**src/rtl/vpb_pkg.sv**
```systemverilog
// constants, types and layouts for the video preamp bus control block
// assumes a single 20 MHz clock; all pins arrive asynchronously
// Notes on behaviour
// - subaddress msb one buffered, zero direct
// - buffered: one transfer per vblank, others nacked
// - buffered byte kept in one 8-bit hold
// - buffered byte applied on next vblank start
// - power-on reset cancels pending buffered wait
// - buffered mode has no auto-increment, one byte
// - direct mode accepts unlimited transfers
// - direct writes take effect at stop
// - direct mode subaddress increments per byte
// - reset: polarity one, everything else zero
// - supply dip restores defaults, sets flag, nacks data
// - flag clears when control register addressed
// - clamp input: low level vblank, high clamp
// - vblank rises 270 ns, falls 115 ns late; the code rounds to 6 cycles (300 ns) and 2 cycles (100 ns)
// - vblank forces signal, brightness, pedestal blanking
// - clamping and vblank handled independently
// - flyback low blanks, high also clamps output
// - fast blank blanks video, enables overlay colours
// - overlay disable ignores fast blank and colours
// - polarity one internal feedback, zero external
// - register widths 8, 4, 3 and 2 bits
// - control register carries the four control bits
// - black-level reference resets to zero code
// - video disable forces signal blanking
// - tracking select one disables grey scale tracking
package vpb_pkg;

  localparam int          NUM_REGS   = 12;
  localparam logic [6:0]  IDX_CTRL   = 7'h00;
  localparam logic [6:0]  IDX_OSDC   = 7'h02;
  localparam logic [6:0]  IDX_ACBL   = 7'h0A;
  localparam logic [6:0]  IDX_PED    = 7'h0B;
  localparam logic [7:0]  MASK_FULL  = 8'hFF;
  localparam logic [7:0]  MASK_CTRL  = 8'h0F;
  localparam logic [7:0]  MASK_OSDC  = 8'h0F;
  localparam logic [7:0]  MASK_ACBL  = 8'h07;
  localparam logic [7:0]  MASK_PED   = 8'h03;
  localparam logic [7:0]  CTRL_INIT  = 8'h02;
  localparam logic [7:0]  ALIGN_INIT = 8'h00;
  localparam int          BIT_TRACK  = 0;
  localparam int          BIT_FEEDBACK_POLARITY_SELECT   = 1;
  localparam int          BIT_VDIS   = 2;
  localparam int          BIT_ODIS   = 3;
  localparam int          SUB_MODE   = 7;
  localparam logic [6:0]  SLAVE_ADDR_INIT = 7'h44;

  // axi byte addresses
  localparam logic [7:0]  A_SLAVE    = 8'h40;
  localparam logic [7:0]  A_STATUS   = 8'h44;
  localparam logic [1:0]  RESP_OKAY  = 2'h0;
  localparam logic [1:0]  RESP_SLVERR = 2'h2;
  localparam int          ST_FLAG    = 0;
  localparam int          ST_PEND    = 1;
  localparam int          ST_VBLANK  = 2;

  localparam int          CLK_NS       = 50;
  localparam int          VB_RISE_NS   = 270;
  localparam int          VB_FALL_NS   = 115;
  localparam int          VB_RISE_CYC  = (VB_RISE_NS + CLK_NS - 1) / CLK_NS;
  localparam int          VB_FALL_CYC  = (VB_FALL_NS / CLK_NS) < 1 ? 1 : VB_FALL_NS / CLK_NS;
  localparam logic [3:0]  BITS_BYTE    = 4'h8;

  typedef enum logic [2:0] {
    VPB_IDLE     = 3'h0,
    VPB_ADDR     = 3'h1,
    VPB_ADDR_ACK = 3'h3,
    VPB_SUB      = 3'h2,
    VPB_SUB_ACK  = 3'h6,
    VPB_DATA     = 3'h7,
    VPB_DATA_ACK = 3'h5,
    VPB_IGNORE   = 3'h4
  } vpb_state_t;

  typedef struct packed {
    logic [7:0] pedestal;
    logic [7:0] ac_black;
    logic [7:0] fb_ref_3;
    logic [7:0] fb_ref_2;
    logic [7:0] fb_ref_1;
    logic [7:0] gain_3;
    logic [7:0] gain_2;
    logic [7:0] gain_1;
    logic [7:0] contrast;
    logic [7:0] osd_contrast;
    logic [7:0] brightness;
    logic [7:0] control;
  } vpb_align_t;

  typedef struct packed {
    logic       signal_blank;
    logic       bright_blank;
    logic       pedestal_blank;
    logic       input_clamp;
    logic       output_clamp;
    logic       overlay_enable;
    logic [2:0] overlay_insert;
  } vpb_video_t;

  typedef struct packed {
    logic brightness_tracking_select;
    logic feedback_polarity_select;
    logic video_disable;
    logic overlay_disable;
  } vpb_ctrl_t;

endpackage

```
**src/rtl/vpb_bus_control.sv**
```systemverilog
// i2c alignment receiver with vblank-synchronised buffer and pulse gating
// assumes comparator results arrive as async logic levels; scl/sda sampled at 20 MHz
//
// The AXI4-Lite register port and the address map were left to the implementer.
module vpb_bus_control (
  // clock and reset
  input  wire logic                 aclk,
  input  wire logic                 aresetn,
  // axi4-lite slave
  input  wire logic [7:0]           s_axi_awaddr,
  input  wire logic                 s_axi_awvalid,
  output logic                      s_axi_awready,
  input  wire logic [31:0]          s_axi_wdata,
  input  wire logic [3:0]           s_axi_wstrb,
  input  wire logic                 s_axi_wvalid,
  output logic                      s_axi_wready,
  output logic [1:0]                s_axi_bresp,
  output logic                      s_axi_bvalid,
  input  wire logic                 s_axi_bready,
  input  wire logic [7:0]           s_axi_araddr,
  input  wire logic                 s_axi_arvalid,
  output logic                      s_axi_arready,
  output logic [31:0]               s_axi_rdata,
  output logic [1:0]                s_axi_rresp,
  output logic                      s_axi_rvalid,
  input  wire logic                 s_axi_rready,
  // i2c pins, open drain
  input  wire logic                 scl_i,
  input  wire logic                 sda_i,
  output logic                      sda_o,
  output logic                      sda_oe,
  // comparator levels
  input  wire logic                 clamp_vblank_input_lo,
  input  wire logic                 clamp_vblank_input_hi,
  input  wire logic                 flyback_pulse_input_lo,
  input  wire logic                 flyback_pulse_input_hi,
  input  wire logic                 fast_blank_input,
  input  wire logic [2:0]           overlay_colour_inputs,
  input  wire logic                 supply_dip,
  // results
  output vpb_pkg::vpb_align_t       align_o,
  output vpb_pkg::vpb_ctrl_t        ctrl_o,
  output vpb_pkg::vpb_video_t       video_o,
  output logic                      vblank_o
);
  import vpb_pkg::*;

  localparam int NSYNC = 11;

  function automatic logic [7:0] reg_mask(input logic [6:0] idx);
    if (idx == IDX_CTRL) reg_mask = MASK_CTRL;
    else if (idx == IDX_OSDC) reg_mask = MASK_OSDC;
    else if (idx == IDX_ACBL) reg_mask = MASK_ACBL;
    else if (idx == IDX_PED) reg_mask = MASK_PED;
    else reg_mask = MASK_FULL;
  endfunction

  function automatic logic [7:0] reg_init(input logic [6:0] idx);
    reg_init = (idx == IDX_CTRL) ? CTRL_INIT : ALIGN_INIT;
  endfunction

  // two-stage synchronisers, left unreset so they track the idle pins through reset and no
  // false scl or sda edge follows its release; only stage 2 is read
  logic [NSYNC-1:0] raw_w, s1_r, s2_r;
  logic             scl_d_r, sda_d_r, dip_d_r;
  assign raw_w = {supply_dip, overlay_colour_inputs, fast_blank_input, flyback_pulse_input_hi,
                  flyback_pulse_input_lo, clamp_vblank_input_hi, clamp_vblank_input_lo, sda_i, scl_i};
  always_ff @(posedge aclk) begin
    s1_r <= raw_w;
    s2_r <= s1_r;
  end

  logic       scl_s, sda_s, cli_lo, cli_hi, fly_lo, fly_hi, fbl_s, dip_s;
  logic [2:0] osd_s;
  assign scl_s  = s2_r[0];
  assign sda_s  = s2_r[1];
  assign cli_lo = s2_r[2];
  assign cli_hi = s2_r[3];
  assign fly_lo = s2_r[4];
  assign fly_hi = s2_r[5];
  assign fbl_s  = s2_r[6];
  assign osd_s  = s2_r[9:7];
  assign dip_s  = s2_r[10];

  always_ff @(posedge aclk) begin
    if (!aresetn) begin
      scl_d_r <= 1'b1;
      sda_d_r <= 1'b1;
      dip_d_r <= 1'b0;
    end else begin
      scl_d_r <= scl_s;
      sda_d_r <= sda_s;
      dip_d_r <= dip_s;
    end
  end

  logic scl_rise, scl_fall, i2c_start, i2c_stop, dip_rise;
  assign scl_rise  = scl_s && !scl_d_r;
  assign scl_fall  = !scl_s && scl_d_r;
  assign i2c_start = scl_s && scl_d_r && sda_d_r && !sda_s;
  assign i2c_stop  = scl_s && scl_d_r && !sda_d_r && sda_s;
  assign dip_rise  = dip_s && !dip_d_r;

  // vblank: level between the two thresholds; a clamp pulse above the upper one masks it
  logic       vb_src_w, vblank_r, vblank_d_r, vb_edge;
  logic [3:0] vb_cnt_r;
  assign vb_src_w = cli_lo && !cli_hi;
  always_ff @(posedge aclk) begin
    if (!aresetn) begin
      vblank_r <= 1'b0;
      vb_cnt_r <= '0;
    end else if (vb_src_w != vblank_r) begin
      if (vb_cnt_r == 4'((vb_src_w ? VB_RISE_CYC : VB_FALL_CYC) - 1)) begin
        vblank_r <= vb_src_w;
        vb_cnt_r <= '0;
      end else begin
        vb_cnt_r <= vb_cnt_r + 4'h1;
      end
    end else begin
      vb_cnt_r <= '0;
    end
  end

  always_ff @(posedge aclk) begin
    if (!aresetn) vblank_d_r <= 1'b0;
    else vblank_d_r <= vblank_r;
  end
  assign vb_edge = vblank_r && !vblank_d_r;

  // register storage and control state
  logic [7:0]          regs_r [NUM_REGS];
  logic [7:0]          shadow_r [NUM_REGS];
  logic [NUM_REGS-1:0] dirty_r;
  logic [7:0]          hold_r;
  logic [6:0]          hold_idx_r;
  logic                byte_got_r, pend_r, flag_r;
  logic [6:0]          slave_addr_r;

  vpb_state_t state_r;
  logic [3:0] bit_cnt_r;
  logic [7:0] shift_r;
  logic [6:0] sub_idx_r;
  logic       buf_mode_r, sda_oe_r;

  logic byte_done, addr_ok, sub_ok, data_ok, data_take, sub_take, xfer_end;
  assign byte_done = scl_fall && (bit_cnt_r == BITS_BYTE);
  assign addr_ok   = (shift_r[7:1] == slave_addr_r) && !shift_r[0];
  assign sub_ok    = (shift_r[6:0] < 7'(NUM_REGS)) && !(shift_r[SUB_MODE] && pend_r);
  assign data_ok   = !flag_r && (sub_idx_r < 7'(NUM_REGS)) && !(buf_mode_r && byte_got_r);
  assign data_take = (state_r == VPB_DATA) && byte_done && data_ok;
  assign sub_take  = (state_r == VPB_SUB) && byte_done && sub_ok;
  assign xfer_end  = i2c_stop && (state_r != VPB_IDLE);

  always_ff @(posedge aclk) begin
    if (!aresetn || dip_rise) begin
      state_r   <= VPB_IDLE;
      bit_cnt_r <= '0;
      shift_r   <= '0;
      sda_oe_r  <= 1'b0;
    end else if (i2c_start) begin
      state_r   <= VPB_ADDR;
      bit_cnt_r <= '0;
      sda_oe_r  <= 1'b0;
    end else if (i2c_stop) begin
      state_r  <= VPB_IDLE;
      sda_oe_r <= 1'b0;
    end else begin
      case (state_r)
        VPB_ADDR, VPB_SUB, VPB_DATA: begin
          if (scl_rise && bit_cnt_r != BITS_BYTE) begin
            shift_r   <= {shift_r[6:0], sda_s};
            bit_cnt_r <= bit_cnt_r + 4'h1;
          end else if (byte_done) begin
            bit_cnt_r <= '0;
            if (state_r == VPB_ADDR) begin
              state_r  <= addr_ok ? VPB_ADDR_ACK : VPB_IGNORE;
              sda_oe_r <= addr_ok;
            end else if (state_r == VPB_SUB) begin
              state_r  <= sub_ok ? VPB_SUB_ACK : VPB_IGNORE;
              sda_oe_r <= sub_ok;
            end else begin
              state_r  <= data_ok ? VPB_DATA_ACK : VPB_IGNORE;
              sda_oe_r <= data_ok;
            end
          end
        end
        VPB_ADDR_ACK, VPB_SUB_ACK, VPB_DATA_ACK: begin
          if (scl_fall) begin
            sda_oe_r <= 1'b0;
            state_r  <= (state_r == VPB_ADDR_ACK) ? VPB_SUB : VPB_DATA;
          end
        end
        default: sda_oe_r <= 1'b0;
      endcase
    end
  end

  // subaddress pointer and mode latch
  always_ff @(posedge aclk) begin
    if (!aresetn) begin
      sub_idx_r  <= '0;
      buf_mode_r <= 1'b0;
    end else if (sub_take) begin
      sub_idx_r  <= shift_r[6:0];
      buf_mode_r <= shift_r[SUB_MODE];
    end else if (data_take && !buf_mode_r) begin
      sub_idx_r <= sub_idx_r + 7'h01;
    end
  end

  // staging: direct bytes in a shadow set, buffered byte in the single hold
  always_ff @(posedge aclk) begin
    if (!aresetn || dip_rise || i2c_start) begin
      dirty_r    <= '0;
      byte_got_r <= 1'b0;
    end else if (xfer_end) begin
      dirty_r    <= '0;
      byte_got_r <= 1'b0;
    end else if (data_take) begin
      if (buf_mode_r) byte_got_r <= 1'b1;
      else dirty_r[sub_idx_r[3:0]] <= 1'b1;
    end
  end

  always_ff @(posedge aclk) begin
    if (!aresetn) begin
      hold_r     <= '0;
      hold_idx_r <= '0;
      for (int i = 0; i < NUM_REGS; i++) shadow_r[i] <= '0;
    end else if (data_take) begin
      if (buf_mode_r) begin
        hold_r     <= shift_r;
        hold_idx_r <= sub_idx_r;
      end else begin
        shadow_r[sub_idx_r[3:0]] <= shift_r;
      end
    end
  end

  // pending buffered byte; a new one cannot start while this is set
  always_ff @(posedge aclk) begin
    if (!aresetn || dip_rise) pend_r <= 1'b0;
    else if (xfer_end && byte_got_r) pend_r <= 1'b1;
    else if (vb_edge) pend_r <= 1'b0;
  end

  // dip flag; set wins over the clear by addressing the control register
  always_ff @(posedge aclk) begin
    if (!aresetn) flag_r <= 1'b0;
    else if (dip_rise) flag_r <= 1'b1;
    else if (sub_take && shift_r[6:0] == IDX_CTRL) flag_r <= 1'b0;
  end

  // live alignment registers
  generate
    for (genvar g = 0; g < NUM_REGS; g++) begin : g_reg
      always_ff @(posedge aclk) begin
        if (!aresetn || dip_rise) begin
          regs_r[g] <= reg_init(7'(g));
        end else if (vb_edge && pend_r && hold_idx_r == 7'(g)) begin
          regs_r[g] <= hold_r & reg_mask(7'(g));
        end else if (xfer_end && dirty_r[g]) begin
          regs_r[g] <= shadow_r[g] & reg_mask(7'(g));
        end
      end
    end
  endgenerate

  assign align_o = {regs_r[11], regs_r[10], regs_r[9], regs_r[8], regs_r[7], regs_r[6],
                    regs_r[5], regs_r[4], regs_r[3], regs_r[2], regs_r[1], regs_r[0]};
  // control bits live in the low nibble of register 0
  assign ctrl_o = '{brightness_tracking_select: regs_r[0][BIT_TRACK],
                    feedback_polarity_select:   regs_r[0][BIT_FEEDBACK_POLARITY_SELECT],
                    video_disable:              regs_r[0][BIT_VDIS],
                    overlay_disable:            regs_r[0][BIT_ODIS]};

  // pulse gating, one flop stage behind the synchronisers
  logic overlay_on;
  assign overlay_on = fbl_s && !regs_r[0][BIT_ODIS];
  vpb_video_t video_r;
  always_ff @(posedge aclk) begin
    if (!aresetn) begin
      video_r <= '0;
    end else begin
      video_r.signal_blank   <= vblank_r || fly_lo || overlay_on || regs_r[0][BIT_VDIS];
      video_r.bright_blank   <= vblank_r || fly_lo;
      video_r.pedestal_blank <= vblank_r || fly_lo;
      video_r.input_clamp    <= cli_hi;
      video_r.output_clamp   <= fly_hi;
      video_r.overlay_enable <= overlay_on;
      video_r.overlay_insert <= overlay_on ? osd_s : 3'h0;
    end
  end
  assign video_o  = video_r;
  assign vblank_o = vblank_d_r;
  assign sda_oe   = sda_oe_r;
  assign sda_o    = 1'b0;

  // axi4-lite slave
  logic       aw_got_r, w_got_r;
  logic [7:0] aw_addr_r;
  logic [31:0] w_data_r;
  logic [3:0]  w_strb_r;
  always_ff @(posedge aclk) begin
    if (!aresetn) begin
      aw_got_r      <= 1'b0;
      w_got_r       <= 1'b0;
      aw_addr_r     <= '0;
      w_data_r      <= '0;
      w_strb_r      <= '0;
      s_axi_awready <= 1'b0;
      s_axi_wready  <= 1'b0;
      s_axi_bvalid  <= 1'b0;
      s_axi_bresp   <= RESP_OKAY;
      slave_addr_r  <= SLAVE_ADDR_INIT;
    end else begin
      s_axi_awready <= !aw_got_r && !s_axi_bvalid && !(s_axi_awvalid && s_axi_awready);
      s_axi_wready  <= !w_got_r && !s_axi_bvalid && !(s_axi_wvalid && s_axi_wready);
      if (s_axi_awvalid && s_axi_awready) begin
        aw_got_r  <= 1'b1;
        aw_addr_r <= s_axi_awaddr;
      end
      if (s_axi_wvalid && s_axi_wready) begin
        w_got_r  <= 1'b1;
        w_data_r <= s_axi_wdata;
        w_strb_r <= s_axi_wstrb;
      end
      if (aw_got_r && w_got_r && !s_axi_bvalid) begin
        aw_got_r     <= 1'b0;
        w_got_r      <= 1'b0;
        s_axi_bvalid <= 1'b1;
        if (aw_addr_r == A_SLAVE) begin
          s_axi_bresp <= RESP_OKAY;
          if (w_strb_r[0]) slave_addr_r <= w_data_r[6:0];
        end else begin
          s_axi_bresp <= RESP_SLVERR;
        end
      end else if (s_axi_bvalid && s_axi_bready) begin
        s_axi_bvalid <= 1'b0;
      end
    end
  end

  always_ff @(posedge aclk) begin
    if (!aresetn) begin
      s_axi_arready <= 1'b0;
      s_axi_rvalid  <= 1'b0;
      s_axi_rdata   <= '0;
      s_axi_rresp   <= RESP_OKAY;
    end else begin
      s_axi_arready <= !s_axi_rvalid && !(s_axi_arvalid && s_axi_arready);
      if (s_axi_arvalid && s_axi_arready) begin
        s_axi_rvalid <= 1'b1;
        s_axi_rresp  <= RESP_OKAY;
        if (s_axi_araddr == A_SLAVE) begin
          s_axi_rdata <= {25'h0, slave_addr_r};
        end else if (s_axi_araddr == A_STATUS) begin
          s_axi_rdata <= {29'h0, vblank_r, pend_r, flag_r};
        end else if (s_axi_araddr[1:0] == 2'h0 && s_axi_araddr[7:2] < 6'(NUM_REGS)) begin
          s_axi_rdata <= {24'h0, regs_r[s_axi_araddr[5:2]]};
        end else begin
          s_axi_rdata <= '0;
          s_axi_rresp <= RESP_SLVERR;
        end
      end else if (s_axi_rvalid && s_axi_rready) begin
        s_axi_rvalid <= 1'b0;
      end
    end
  end
endmodule

```
**config.mk**
```make
export PLATFORM = sky130hd
export DESIGN_NAME = vpb_bus_control
export DESIGN_NICKNAME = d
export VERILOG_FILES = /design/src/rtl/vpb_pkg.sv /design/src/rtl/vpb_bus_control.sv
export SDC_FILE = /design/constraint.sdc
export NUM_CORES = 1
export LEC_CHECK = 0
export BUFFER_PORTS_ARGS = -buffer_cell sky130_fd_sc_hd__buf_4
export CAP_MARGIN = 10
export CORE_MARGIN = 2
export CORE_UTILIZATION = 45
export CTS_CLUSTER_SIZE = 14
export DETAILED_ROUTE_END_ITERATION = 7
export GPL_ROUTABILITY_DRIVEN = 0
export GPL_TIMING_DRIVEN = 0
export PLACE_DENSITY = 0.69
export SLEW_MARGIN = 25
export SYNTH_ARGS = -nofsm -noshare
export SYNTH_HDL_FRONTEND = slang
export SYNTH_SLANG_ARGS = --single-unit
```
**constraint.sdc**
```tcl
create_clock -name aclk -period 2.8 [get_ports aclk]
set_clock_uncertainty 0.05 [all_clocks]
set_input_delay 0.14 -clock aclk [delete_from_list [all_inputs] [get_ports aclk]]
set_output_delay 0.14 -clock aclk [all_outputs]
set_load 0.01 [all_outputs]
```
==> metrics.md <==
| Metric | Value |
|---|---|
| Core area | between 20,000 and 30,000 µm² |
| Cell taking the most area after synthesis | edfxtp_1 |
| Worst hold path class | in -> reg |
| Dpl ws | -0.444 ns |
| Clk buf depth | 3 |
| Static leakage | around 0.0064 µW |
| Final Setup Violations | 0 |
| Post-Syn Instances | approximately 1,100 |
| Max-cap viol count | 0 |
| Synth Cell Area | ~12,000 µm² |
| DP HPWL | roughly 27,000 µm |
| Critical Path Max Stage Delay | 0.57 ns |
| Drt pass-1 iters | 5 |
| Slew at the pin closest to its max-slew limit | 1.13 ns |
| Worst Path Max Fanout | 10 |
| Starting density of the core | between 40% and 50% |
| CTS sink cnt | 287 |
| CTS Root Cell | clkbuf_16 |
| Crit-path slowest cell | or4_4 |
| Buffers and inverters on the worst path | 2 |
| Hold EP | w_data_r[0] |
| Fmax | 0.362 GHz |
| RSZ-0062 raised after global routing | true |
| R2r setup slk | between 0.03 and 0.04 ns |
| Setup CP Type | reg -> reg |
| IO buf count | approximately 150 |
| Largest net degree at the start of global routing | 16 |
| Wire per inst | around 21 µm |
| Fin area | about 16,000 µm² |
| # DRC | 0 |
| First-pass GRT wire length | between 50,000 and 60,000 µm |
| CP Capture Type | flip-flop |
| Run status | finished clean |
| Area growth, synth to finish | 27.2% |
| Most common cell after layout, fill and taps aside | buf_4 |
| Die area | between 20,000 and 30,000 µm² |
| Placement Rows | 60 |
| Routed vias | 9,652 |
| Depth of the most critical reg-to-reg path | 6 |
| Final worst path period share | about 99% |
| Final Max Tran Viols | 0 |
| Congestion Overflow GR | 0 |
| Synth cell types | between 70 and 80 |
| Total GRT Usage | between 20% and 30% |
| Antenna viol nets, final | 0 |
| Num CTS Buffers | 30 |
| Worst Setup Start Kind | flip-flop |
| Final setup margin | 0.0387 ns |
| DIE HEIGHT | 171 µm |
| Worst Path Arrival | 2.93 ns |
| Placed inst area | 14,200 µm² |
| Reg-to-reg endpoint | shadow_r[4][6] |
| Initial antenna violation count | 0 |
| Antenna cells | 0 |
| Ys Warns | 0 |
| Worst skew pair latency | 0.56 ns |
| H-tree depth | 1 |
| Clk slew on worst S/H paths | 0.06 ns |
| Final wirelength | ~37,000 µm |
| Delay-heaviest family, CP | simple AND/OR/NAND/NOR gates |
| Sequential area share after synthesis | between 50% and 60% |
| Req. time, crit path | approximately 3.0 ns |
| Syn Area/Cell | about 11 µm² |
| IO Count | between 200 and 250 |
| Chip Width | roughly 170 µm |
| Fraction of layout cells with a size suffix above 1 | 23.5% |
| Crit-path cells | or4_4 -> nor4_4 -> buf_4 -> nand4b_1 -> clkbuf_2 -> o21ai_4 |
| Dominant synthesized flop cell | edfxtp_1 |
| Vias in the first global route | 9,179 |
| HP Start | s_axi_wvalid |
| PwrDens | a little over 600 nW/µm² |
| Met1 WL | between 10,000 and 15,000 µm |
| Nets | approximately 1,400 |
| Yosys top cell area share | approximately 37% |
| TritonCTS clock tree | yes |
| Starting DRT DRC Count | around 1,100 |
| Placed cell count | about 1,700 |
| Met2 Wirelength | ~18,000 µm |
| Peak VDD IR | 0.441 mV |
| Final Hold Viols | 0 |
| Final worst path period need | around 2.8 ns |
| Largest cells by area after synthesis | edfxtp_1 37%, dfxtp_1 21%, a22o_1 5.2% |
| Reg-to-reg startpoint | flag_r |
| Non-filler cells, final | about 1,800 |
| Routed met3 length | between 3000 and 4000 µm |
| Highest metal used | met4 |
| Post-synth EDFFs | ~150 |
| Drt via density | between 5 and 6 |
| WHS Path Cells | 4 |
| Worst slew margin | 25.0% |
| Number of synthesized register bits | 287 |
| Ys async rst share | 0% |
| Most frequent cells in the layout | 201 x buf_4, 154 x edfxtp_1, 133 x dfxtp_1, 118 x nor2_1, 74 x a22o_1 |
power by group:
group          internal [µW]  switching (µW)  total (µW)
sequential              4600             102        4700
combinational            331             399         730
clock                   2720            1680        4410
total                   7660            2180        9840
per-layer routing:
metal | vias up | track usage [%]
met5 | - | 0
met4 | 0 | 8.44
met3 | 69 | 3.70
met2 | 497 | 42.5
met1 | 4663 | 32.5
li1 | 4423 | -
kinds of logic (layout without fill, tap and decap cells):
kind of cell / count (synthesis) / count (layout) / synth area share (%)
adders and majority gates: 8 / 8 / 0.801
xor gates and xnor gates: 16 / 16 / 1.12
and+or+nand+nor: 371 / 371 / 15.5
buffers and inverters: 146 / 394 / 6.30
other: 1 / 46 / 0.0300
AOI/OAI and AO/OA: 211 / 211 / 12.2
muxes: 58 / 58 / 5.67
DFF: 287 / 287 / 58.3
what timing repair did:
action                                  CTS  global route
buffers inserted                          1             4
gates cloned                              0             0
endpoints found under the setup margin  137           126
resized for setup                        18            16
pin swaps                                 2             3
hold buffers                             40             0
hold endpoints to repair                 32             0
stage by stage:
step / setup TNS, ns / util [%] / total power [µW] / hold WS [ns]
floorplan: 0 / - / 5110 / 0.118
global placement: -32.31 / 52.5 / 5440 / 0.195
detailed placement: -31.60 / 52.5 / 5450 / 0.196
CTS: 0 / 58.3 / 9850 / 0.00108
global route: -1.80 / 58.6 / 10100 / 0.0502
finish: 0 / 58.6 / 9840 / 0.0272
flip-flops by register name (all words and copies together), names as in the netlist, 8 cells and up:
signal / flops
s_axi_rdata: 8
dirty_r: 12
shadow_r: 77
s2_r: 11
hold_r: 8
shift_r: 8
aw_addr_r: 8
regs_r: 77
s1_r: 11
video_o: 8
synth_stat cells (4+ instances only):
cell      count
nor3_1       15
nand2_1      74
edfxtp_1    154
o21a_1        8
nor2_1      118
nand4_1       5
buf_4        51
a22o_1       74
xnor2_1      10
dfxtp_1     133
xor2_1        6
and3_1       20
a211o_1       5
o22ai_1       5
o21ai_0      23
a31oi_1       4
nand3_1      27
or3_1         7
nor3b_1       5
nand4b_1      4
mux4_2       10
mux2i_1      46
inv_1        19
a221o_1      10
clkbuf_1     48
nand3b_1      6
nor2b_1       7
a211oi_1      4
buf_1         4
buf_2        20
nand2b_1     19
and2_1       34
ha_1          8
a21oi_1      53
how the worst max path moves through the flow:
| stage | from | cells past startpoint | endpoint | slack, ns |
|---|---|---|---|---|
| after detailed placement | state_r[0] | 6 | regs_r[4][6] | -0.44 |
| after floorplan | sub_idx_r[4] | 5 | shadow_r[6][0] | 0.06 |
| after global routing | vblank_r | 6 | regs_r[9][3] | -0.08 |
| after global placement | flag_r | 5 | shadow_r[6][4] | -0.77 |
| after CTS | state_r[0] | 6 | regs_r[3][3] | 0.01 |
| final | flag_r | 6 | shadow_r[4][6] | 0.04 |
worst register-to-register path: stages, from the launching register on:
cell and delay, ns:
dfxtp_1 0.41, or4_4 0.57, nor4_4 0.28, buf_4 0.19, nand4b_1 0.23, clkbuf_2 0.32, o21ai_4 0.39
area by class of cell:
cell class / instances / area (µm²)
plain buffers: 126 / 716
clock buffers: 34 / 776
clock inverters: 22 / 325
fillers: 2236 / 11200
inverters: 20 / 75.1
multi-input cells: 710 / 4690
flip-flops and latches: 287 / 7290
well taps: 372 / 465
repair buffers: 192 / 1550
Power figures use the tool's default switching activity.
